File: config.mk
export PLATFORM = sky130hd
export DESIGN_NAME = lpd_device_flat
export DESIGN_NICKNAME = d
export VERILOG_FILES = /design/src/rtl/lpd_pkg.sv /design/src/rtl/lpd_if.sv /design/src/rtl/lpd_clock_dim.sv /design/src/rtl/lpd_device.sv /design/src/flat_wrapper.sv
export SDC_FILE = /design/constraint.sdc
export NUM_CORES = 1
export LEC_CHECK = 0
export ABC_AREA = 1
export BUFFER_PORTS_ARGS = -buffer_cell sky130_fd_sc_hd__buf_4
export CORE_AREA = 3 3 201 242
export CTS_CLUSTER_DIAMETER = 80
export DETAILED_ROUTE_END_ITERATION = 8
export DIE_AREA = 0 0 204 245
export GPL_TIMING_DRIVEN = 0
export PLACE_DENSITY = 0.42
export RECOVER_POWER = 50
export SETUP_SLACK_MARGIN = 0.5
export SYNTH_ARGS = -nofsm -noshare
export SYNTH_HDL_FRONTEND = slang
export SYNTH_SLANG_ARGS = --single-unit
File: constraint.sdc
create_clock -name clock_i -period 49.3 [get_ports clock_i]
set_clock_uncertainty 0.2 [all_clocks]
set_input_delay 7.395 -clock clock_i [delete_from_list [all_inputs] [get_ports clock_i]]
set_output_delay 7.395 -clock clock_i [all_outputs]
set_load 0.05 [all_outputs]
File: src/rtl/lpd_pkg.sv
// constants and types for the led pwm dimming pre-boost control
// Operation
// - sinks on when enable and pwm high
// - either low turns sinks off, core runs
// - pwm high pulses down to 300 ns honoured
// - short pulses may repeatedly flag overvoltage fault
// - host ignores fault below 500 ns pulses
// - host keeps pwm low at least 1 us
// - host may hold pwm permanently high
// - rising edge: boost now, sinks after delay
// - falling edge: both stay on for delay
// - delay length comes from external setting
// - delay about three switching cycles recommended
// - peak current scalable from 10 to 100 percent
// - voltage mode uses 0.2 to 2 V level
// - clock mode uses dimming clock duty cycle
// - clock activity enters clock dimming mode
// - 50 us without clock reverts to voltage
// - dimming clock phases at least 150 ns
// - dim level equals 100 percent minus duty
package lpd_pkg;
	localparam int CLK_NS = 50;
	localparam int NUM_SINKS = 6;
	localparam int DELAY_W = 10;
	localparam int DIM_W = 8;
	localparam int MIN_PULSE_NS = 300;
	localparam int SHORT_PULSE_NS = 500;
	localparam int MIN_LOW_NS = 1000;
	localparam int CLK_TIMEOUT_NS = 50000;
	localparam int CLK_PHASE_NS = 150;
	localparam int SHORT_PULSE_CYC = SHORT_PULSE_NS / CLK_NS;
	localparam int MIN_LOW_CYC = (MIN_LOW_NS + CLK_NS - 1) / CLK_NS;
	localparam int CLK_TIMEOUT_CYC = CLK_TIMEOUT_NS / CLK_NS;
	localparam int CLK_PHASE_CYC = (CLK_PHASE_NS + CLK_NS - 1) / CLK_NS;
	localparam int TMO_W = 10;
	localparam int PER_W = 12;
	// dim code 255 is full scale, 25 is about 10 percent
	localparam logic [DIM_W-1:0] DIM_FULL = 8'hff;
	localparam logic [DIM_W-1:0] DIM_MIN = 8'h19;
	localparam logic [DIM_W-1:0] DIM_RST = 8'hff;
	localparam logic [DELAY_W-1:0] DELAY_RST = 10'h000;
	typedef enum logic [1:0] {
		PB_OFF = 2'b00,
		PB_PRE = 2'b01,
		PB_ON = 2'b11,
		PB_POST = 2'b10
	} lpd_pb_state_type;
endpackage

File: src/rtl/lpd_if.sv
// link between host controller and dimming control
`timescale 1ns/1ns
interface lpd_if;
	import lpd_pkg::*;
	logic                 enable;
	logic                 pwm;
	logic                 dim_clk;
	logic [DIM_W-1:0]     dim_voltage;
	logic [DELAY_W-1:0]   pre_boost_delay_pin;
	logic [NUM_SINKS-1:0] sink_select;
	logic                 fault_n;
	modport device (
		input  enable, pwm, dim_clk, dim_voltage,
		input  pre_boost_delay_pin, sink_select,
		output fault_n
	);
	modport host (
		output enable, pwm, dim_clk, dim_voltage,
		output pre_boost_delay_pin, sink_select,
		input  fault_n
	);
endinterface

File: src/rtl/lpd_clock_dim.sv
// clock duty dimming detector and dim level select
`timescale 1ns/1ns
module lpd_clock_dim
	import lpd_pkg::*;
(
	input  wire logic             clock_i,
	input  wire logic             reset_n_i,
	input  wire logic             dim_clk_i,
	input  wire logic [DIM_W-1:0] dim_voltage_i,
	output logic                  clock_duty_dim_mode_o,
	output logic [DIM_W-1:0]      dim_level_o
);
	logic             s1_q, s2_q, s3_q;
	logic             mode_q, mode_d;
	logic [TMO_W-1:0] tmo_q, tmo_d;
	logic [PER_W-1:0] per_q, per_d, hi_q, hi_d;
	logic [DIM_W-1:0] lvl_q, lvl_d;
	logic [PER_W+DIM_W-1:0] prod;
	logic [DIM_W-1:0] duty;
	logic             rise;

	assign rise = s2_q & ~s3_q;
	assign prod = {hi_q, {DIM_W{1'b0}}} / ({{DIM_W{1'b0}}, per_q} + 1'b1);
	assign duty = (prod > {{PER_W{1'b0}}, DIM_FULL}) ? DIM_FULL
		: prod[DIM_W-1:0];

	always_comb begin
		mode_d = mode_q;
		tmo_d = tmo_q;
		per_d = per_q;
		hi_d = hi_q;
		lvl_d = lvl_q;
		if (rise) begin
			mode_d = 1'b1;
			tmo_d = '0;
			per_d = '0;
			// the rising cycle is already a high cycle of the period
			hi_d = {{(PER_W-1){1'b0}}, 1'b1};
			// level falls as duty rises
			if (mode_q)
				lvl_d = DIM_FULL - duty;
		end else begin
			if (per_q != {PER_W{1'b1}})
				per_d = per_q + 1'b1;
			if (s2_q && hi_q != {PER_W{1'b1}})
				hi_d = hi_q + 1'b1;
			if (tmo_q == TMO_W'(CLK_TIMEOUT_CYC - 1))
				mode_d = 1'b0;
			else
				tmo_d = tmo_q + 1'b1;
		end
		if (!mode_d)
			lvl_d = dim_voltage_i;
		if (lvl_d < DIM_MIN)
			lvl_d = DIM_MIN;
	end

	always_ff @(posedge clock_i or negedge reset_n_i) begin
		if (!reset_n_i) begin
			s1_q <= 1'b0;
			s2_q <= 1'b0;
			s3_q <= 1'b0;
			mode_q <= 1'b0;
			tmo_q <= '0;
			per_q <= '0;
			hi_q <= '0;
			lvl_q <= DIM_RST;
		end else begin
			s1_q <= dim_clk_i;
			s2_q <= s1_q;
			s3_q <= s2_q;
			mode_q <= mode_d;
			tmo_q <= tmo_d;
			per_q <= per_d;
			hi_q <= hi_d;
			lvl_q <= lvl_d;
		end
	end

	assign clock_duty_dim_mode_o = mode_q;
	assign dim_level_o = lvl_q;
endmodule

File: src/rtl/lpd_device.sv
// dimming control end: pre-boost sequencing, sinks, boost, fault
`timescale 1ns/1ns
module lpd_device
	import lpd_pkg::*;
(
	input  wire logic                  clock_i,
	input  wire logic                  reset_n_i,
	lpd_if.device                      link,
	input  wire logic                  over_voltage_i,
	output logic [NUM_SINKS-1:0]       sink_on_o,
	output logic                       boost_on_o,
	output logic                       clock_duty_dim_mode_o,
	output logic [DIM_W-1:0]           dim_level_o
);
	import lpd_pkg::*;
	logic                 en1_q, en2_q, pw1_q, pw2_q;
	logic                 gate;
	lpd_pb_state_type     st_q, st_d;
	logic [DELAY_W-1:0]   cnt_q, cnt_d;
	logic [NUM_SINKS-1:0] sink_q, sink_d;
	logic                 boost_q, boost_d, fault_q, fault_d;
	logic                 mode_w;
	logic [DIM_W-1:0]     lvl_w;
	logic                 mode_q;
	logic [DIM_W-1:0]     lvl_q;

	assign gate = en2_q & pw2_q;

	always_comb begin
		st_d = st_q;
		cnt_d = cnt_q;
		// delay loaded from the programming pin
		case (st_q)
			PB_OFF: begin
				if (gate) begin
					cnt_d = link.pre_boost_delay_pin;
					st_d = (link.pre_boost_delay_pin == '0) ? PB_ON : PB_PRE;
				end
			end
			PB_PRE: begin
				if (cnt_q <= 10'h001)
					st_d = PB_ON;
				else
					cnt_d = cnt_q - 1'b1;
				if (!gate) begin
					// end early pulse after same delay
					cnt_d = link.pre_boost_delay_pin;
					st_d = (link.pre_boost_delay_pin == '0) ? PB_OFF
						: PB_POST;
				end
			end
			PB_ON: begin
				if (!gate) begin
					cnt_d = link.pre_boost_delay_pin;
					st_d = (link.pre_boost_delay_pin == '0) ? PB_OFF
						: PB_POST;
				end
			end
			PB_POST: begin
				if (cnt_q <= 10'h001)
					st_d = gate ? PB_PRE : PB_OFF;
				else
					cnt_d = cnt_q - 1'b1;
				if (cnt_q <= 10'h001 && gate)
					cnt_d = link.pre_boost_delay_pin;
			end
			default: st_d = PB_OFF;
		endcase
		// sinks follow delayed pwm, boost is pwm or delayed pwm
		sink_d = (st_d == PB_ON || st_d == PB_POST)
			? link.sink_select : '0;
		boost_d = gate | (st_d != PB_OFF);
		// flag follows the registered boost, one cycle behind
		fault_d = ~(over_voltage_i & boost_q);
	end

	always_ff @(posedge clock_i or negedge reset_n_i) begin
		if (!reset_n_i) begin
			en1_q <= 1'b0;
			en2_q <= 1'b0;
			pw1_q <= 1'b0;
			pw2_q <= 1'b0;
			st_q <= PB_OFF;
			cnt_q <= DELAY_RST;
			sink_q <= '0;
			boost_q <= 1'b0;
			fault_q <= 1'b1;
			mode_q <= 1'b0;
			lvl_q <= DIM_RST;
		end else begin
			en1_q <= link.enable;
			en2_q <= en1_q;
			pw1_q <= link.pwm;
			pw2_q <= pw1_q;
			st_q <= st_d;
			cnt_q <= cnt_d;
			sink_q <= sink_d;
			boost_q <= boost_d;
			fault_q <= fault_d;
			mode_q <= mode_w;
			lvl_q <= lvl_w;
		end
	end

	lpd_clock_dim u_dim (
		.clock_i               (clock_i),
		.reset_n_i             (reset_n_i),
		.dim_clk_i             (link.dim_clk),
		.dim_voltage_i         (link.dim_voltage),
		.clock_duty_dim_mode_o (mode_w),
		.dim_level_o           (lvl_w)
	);

	assign link.fault_n = fault_q;
	assign sink_on_o = sink_q;
	assign boost_on_o = boost_q;
	assign clock_duty_dim_mode_o = mode_q;
	assign dim_level_o = lvl_q;
endmodule

File: src/flat_wrapper.sv
// flat-port wrapper written by rule: the top's interface ports become plain ports
module lpd_device_flat import lpd_pkg::*;
  (clock_i, reset_n_i, over_voltage_i, sink_on_o, boost_on_o, clock_duty_dim_mode_o, dim_level_o, link_enable, link_pwm, link_dim_clk, link_dim_voltage, link_pre_boost_delay_pin, link_sink_select, link_fault_n);
  lpd_if link_i ();
  input  wire logic clock_i;
  input  wire logic reset_n_i;
  input  wire logic over_voltage_i;
  output logic [NUM_SINKS-1:0] sink_on_o;
  output logic boost_on_o;
  output logic clock_duty_dim_mode_o;
  output logic [DIM_W-1:0] dim_level_o;
  input wire logic [$bits(link_i.enable)-1:0] link_enable;
  input wire logic [$bits(link_i.pwm)-1:0] link_pwm;
  input wire logic [$bits(link_i.dim_clk)-1:0] link_dim_clk;
  input wire logic [$bits(link_i.dim_voltage)-1:0] link_dim_voltage;
  input wire logic [$bits(link_i.pre_boost_delay_pin)-1:0] link_pre_boost_delay_pin;
  input wire logic [$bits(link_i.sink_select)-1:0] link_sink_select;
  output wire logic [$bits(link_i.fault_n)-1:0] link_fault_n;
  assign link_i.enable = link_enable;
  assign link_i.pwm = link_pwm;
  assign link_i.dim_clk = link_dim_clk;
  assign link_i.dim_voltage = link_dim_voltage;
  assign link_i.pre_boost_delay_pin = link_pre_boost_delay_pin;
  assign link_i.sink_select = link_sink_select;
  assign link_fault_n = link_i.fault_n;
  lpd_device u_core (.clock_i(clock_i), .reset_n_i(reset_n_i), .link(link_i), .over_voltage_i(over_voltage_i), .sink_on_o(sink_on_o), .boost_on_o(boost_on_o), .clock_duty_dim_mode_o(clock_duty_dim_mode_o), .dim_level_o(dim_level_o));
endmodule
==> flow_summary.toml <==
[status]
status = "finished, violations left"
violations = "max-capacitance violations, max-slew violations"

[timing]
worst_pin_slew_ns = 4.385
setup_slack_ns = 5.771
slew_headroom = -1.923
finalSetupViolations = 0
hold_violations = 0
setup_total_negative_slack_ns = 0
slew_violations = 80
clock.fmax_mhz = 22.97
rsz0062_at_grt = "false"
period_minus_slack_ns = 43.53
post-route-period-util = 0.8829

[detailed_routing]
vias = 13790
ant_nets = 0
viasPerCell = 4.865
drc = 0
top_layer = "met4"
wl_met3_um = 680
wl_met1_um = 19900
drt-total-wl_um = 43110
wl_per_cell_um = 15.21
drt_iter0_markers = 682
dr.pass1.iters = 5
route.met2.wl_um = 21540

[worst_setup_path]
cp_max_fo = 16
crit_arrival_ns = 43.60
crit_slowest_cell = "dfrtp_4"
crit_top_cell = "nand2_1"
crit_type = "reg -> reg"
cp-start-kind = "register"
max_stage_delay_ns = 0.60
path_buf_inv = 41
cp.required_ns = 49.38
cp_top_family = "simple AND/OR/NAND/NOR gates"
end_kind = "register"

[floorplan]
fp.dieW_um = 204
core_sq_mm = 0.04616
num_io_pins = 47
start_util = 0.3013
die_h_um = 245
die_area_sq_mm = 0.04998
rows = 86

[global_route]
grt_pass1_vias = 13620
grt_max_degree = 80
grt_overflow = 0
grt_usage = 0.1715
antenna_found_initial = 0
grt_pass1_wl_um = 70070

[place]
hpwl_um = 35300
io_buffer_count = 46
place_area_sq_mm = 0.01514
place_ws_ns = 3.492
place_congestion = 0.8377

[logic_synthesis]
yosysWarnings = 0
synth_cell_types = 72
synth_seq_cells = 79
syn-mean-instance-area_sq_um = 6.461
synthArstFlopShare = 1.000
synthCells = 2153
syn-num-nets = 2370
syn-cell-area_sq_mm = 0.01391
synthFlopType = "dfrtp_1"
ys_seq_area_frac = 0.1436
synth_edf_count = 0

[cts]
clock_path_buffers = 2
clock_latency_ns = 0.35
cts_root_buf = "clkbuf_16"
path_clk_slew_ns = 0.07
htreeDepth = 3
post_cts_buffers = 0
cts_tree = "done"
cts_buffers = 9
cts_sinks = 79

[cells_and_area]
fillCellCount = 5043
diodes = 0
layout_commonest_cell = "nand2_1"
area_growth_pct = 11.11
layout_common_cells = "497 x nand2_1, 274 x inv_1, 193 x o21ai_0"
final_area_sq_mm = 0.01546
drive_above_1_share = 0.1068
nets = 2431
utilization = 0.3348

[min_path]
hold_class = "reg -> reg"

[flow_run]
drv_cap = 1
cell families (layout without fill, tap and decap cells):
group,count (synthesis),in the layout,synth area share
AOI/OAI and AO/OA,453,453,0.1864
xor gates and xnor gates,134,134,0.08491
adders and majority gates,187,187,0.1682
buffers and inverters,331,397,0.09282
DFF,79,79,0.1436
muxes,2,2,0.001439
and+or+nand+nor,967,967,0.3226
cell usage after synthesis (all sizes together) (4+ instances only):
cell / count / area [sq um]
a21o: 19 / 142.6
a21oi: 136 / 695.7
a31oi: 5 / 37.53
and2: 8 / 50.05
buf: 13 / 80.07
clkbuf: 27 / 111.4
dfrtp: 62 / 1551
dfstp: 17 / 446.7
ha: 187 / 2340
inv: 290 / 1096
nand2: 524 / 2078
nand3: 144 / 883.3
nand4: 35 / 231.5
nor2: 178 / 777.0
nor3: 29 / 145.1
nor4: 10 / 62.56
o211ai: 8 / 60.06
o21ai: 220 / 1124
o21bai: 16 / 135.1
o221ai: 6 / 52.55
o22ai: 4 / 25.02
o311ai: 4 / 35.04
o31ai: 14 / 105.1
or2: 30 / 187.7
xnor2: 55 / 481.7
xor2: 79 / 699.4
flip-flops by register name (all words and copies together), names as in the netlist, 2 cells and up:
signal and flops:
u_core.sink_on_o 6, u_core.u_dim.dim_level_o 8, u_core.cnt_q 10, u_core.st_q 2, u_core.u_dim.per_q 12, u_core.dim_level_o 8
u_core.u_dim.tmo_q 10, u_core.u_dim.hi_q 12
path summary, 6_finish.rpt:
check / slack, ns / cells past startpoint / endpoint / start
worst max-delay path: 5.77 / 291 / u_core.u_dim.dim_level_o[0] / u_core.u_dim.per_q[0]
worst min-delay path: 0.16 / 0 / u_core.dim_level_o[3] / u_core.u_dim.dim_level_o[3]
min in group asynchronous: 8.39 / 1 / u_core.sink_on_o[3] / reset_n_i
worst min register to register: 0.16 / 0 / u_core.dim_level_o[3] / u_core.u_dim.dim_level_o[3]
max in group asynchronous: 37.46 / 1 / u_core.u_dim.per_q[0] / reset_n_i
worst max register to register: 5.77 / 291 / u_core.u_dim.dim_level_o[0] / u_core.u_dim.per_q[0]
metrics by stage:
step,hold WS [ns],instances
4_1_cts,0.1579,2835
3_5_place_dp,0.1412,2819
5_1_grt,0.1731,2835
3_3_place_gp,0.1361,2815
6_report,0.1624,2835
2_1_floorplan,0.1312,2153
layer usage:
layer / GRT usage / up-vias
met5: 0 / -
li1: - / 7315
met4: 0.04232 / 0
met3: 0.01167 / 38
met2: 0.3152 / 114
met1: 0.2173 / 6324
layout make-up:
| class | instances | area [sq um] | share of cell area |
|---|---|---|---|
| plain buffers | 40 | 202.7 | 0.01311 |
| repair buffers | 50 | 387.9 | 0.02510 |
| clock inverters | 7 | 86.33 | 0.005586 |
| inverters | 291 | 1100 | 0.07116 |
| multi-input cells | 1743 | 10680 | 0.6911 |
| clock buffers | 9 | 225.2 | 0.01457 |
| well taps | 616 | 770.7 | 0.04987 |
| flip-flops and latches | 79 | 2002 | 0.1295 |
repair_timing:
item	CTS	global route
hold buffers	0	0
setup endpoints to repair	0	5
resized for setup	0	27
hold endpoints to repair	0	0
Power is left out: the tool's default activity adds up to more than one toggle a clock period on the data nets, which glitch-free logic cannot reach.
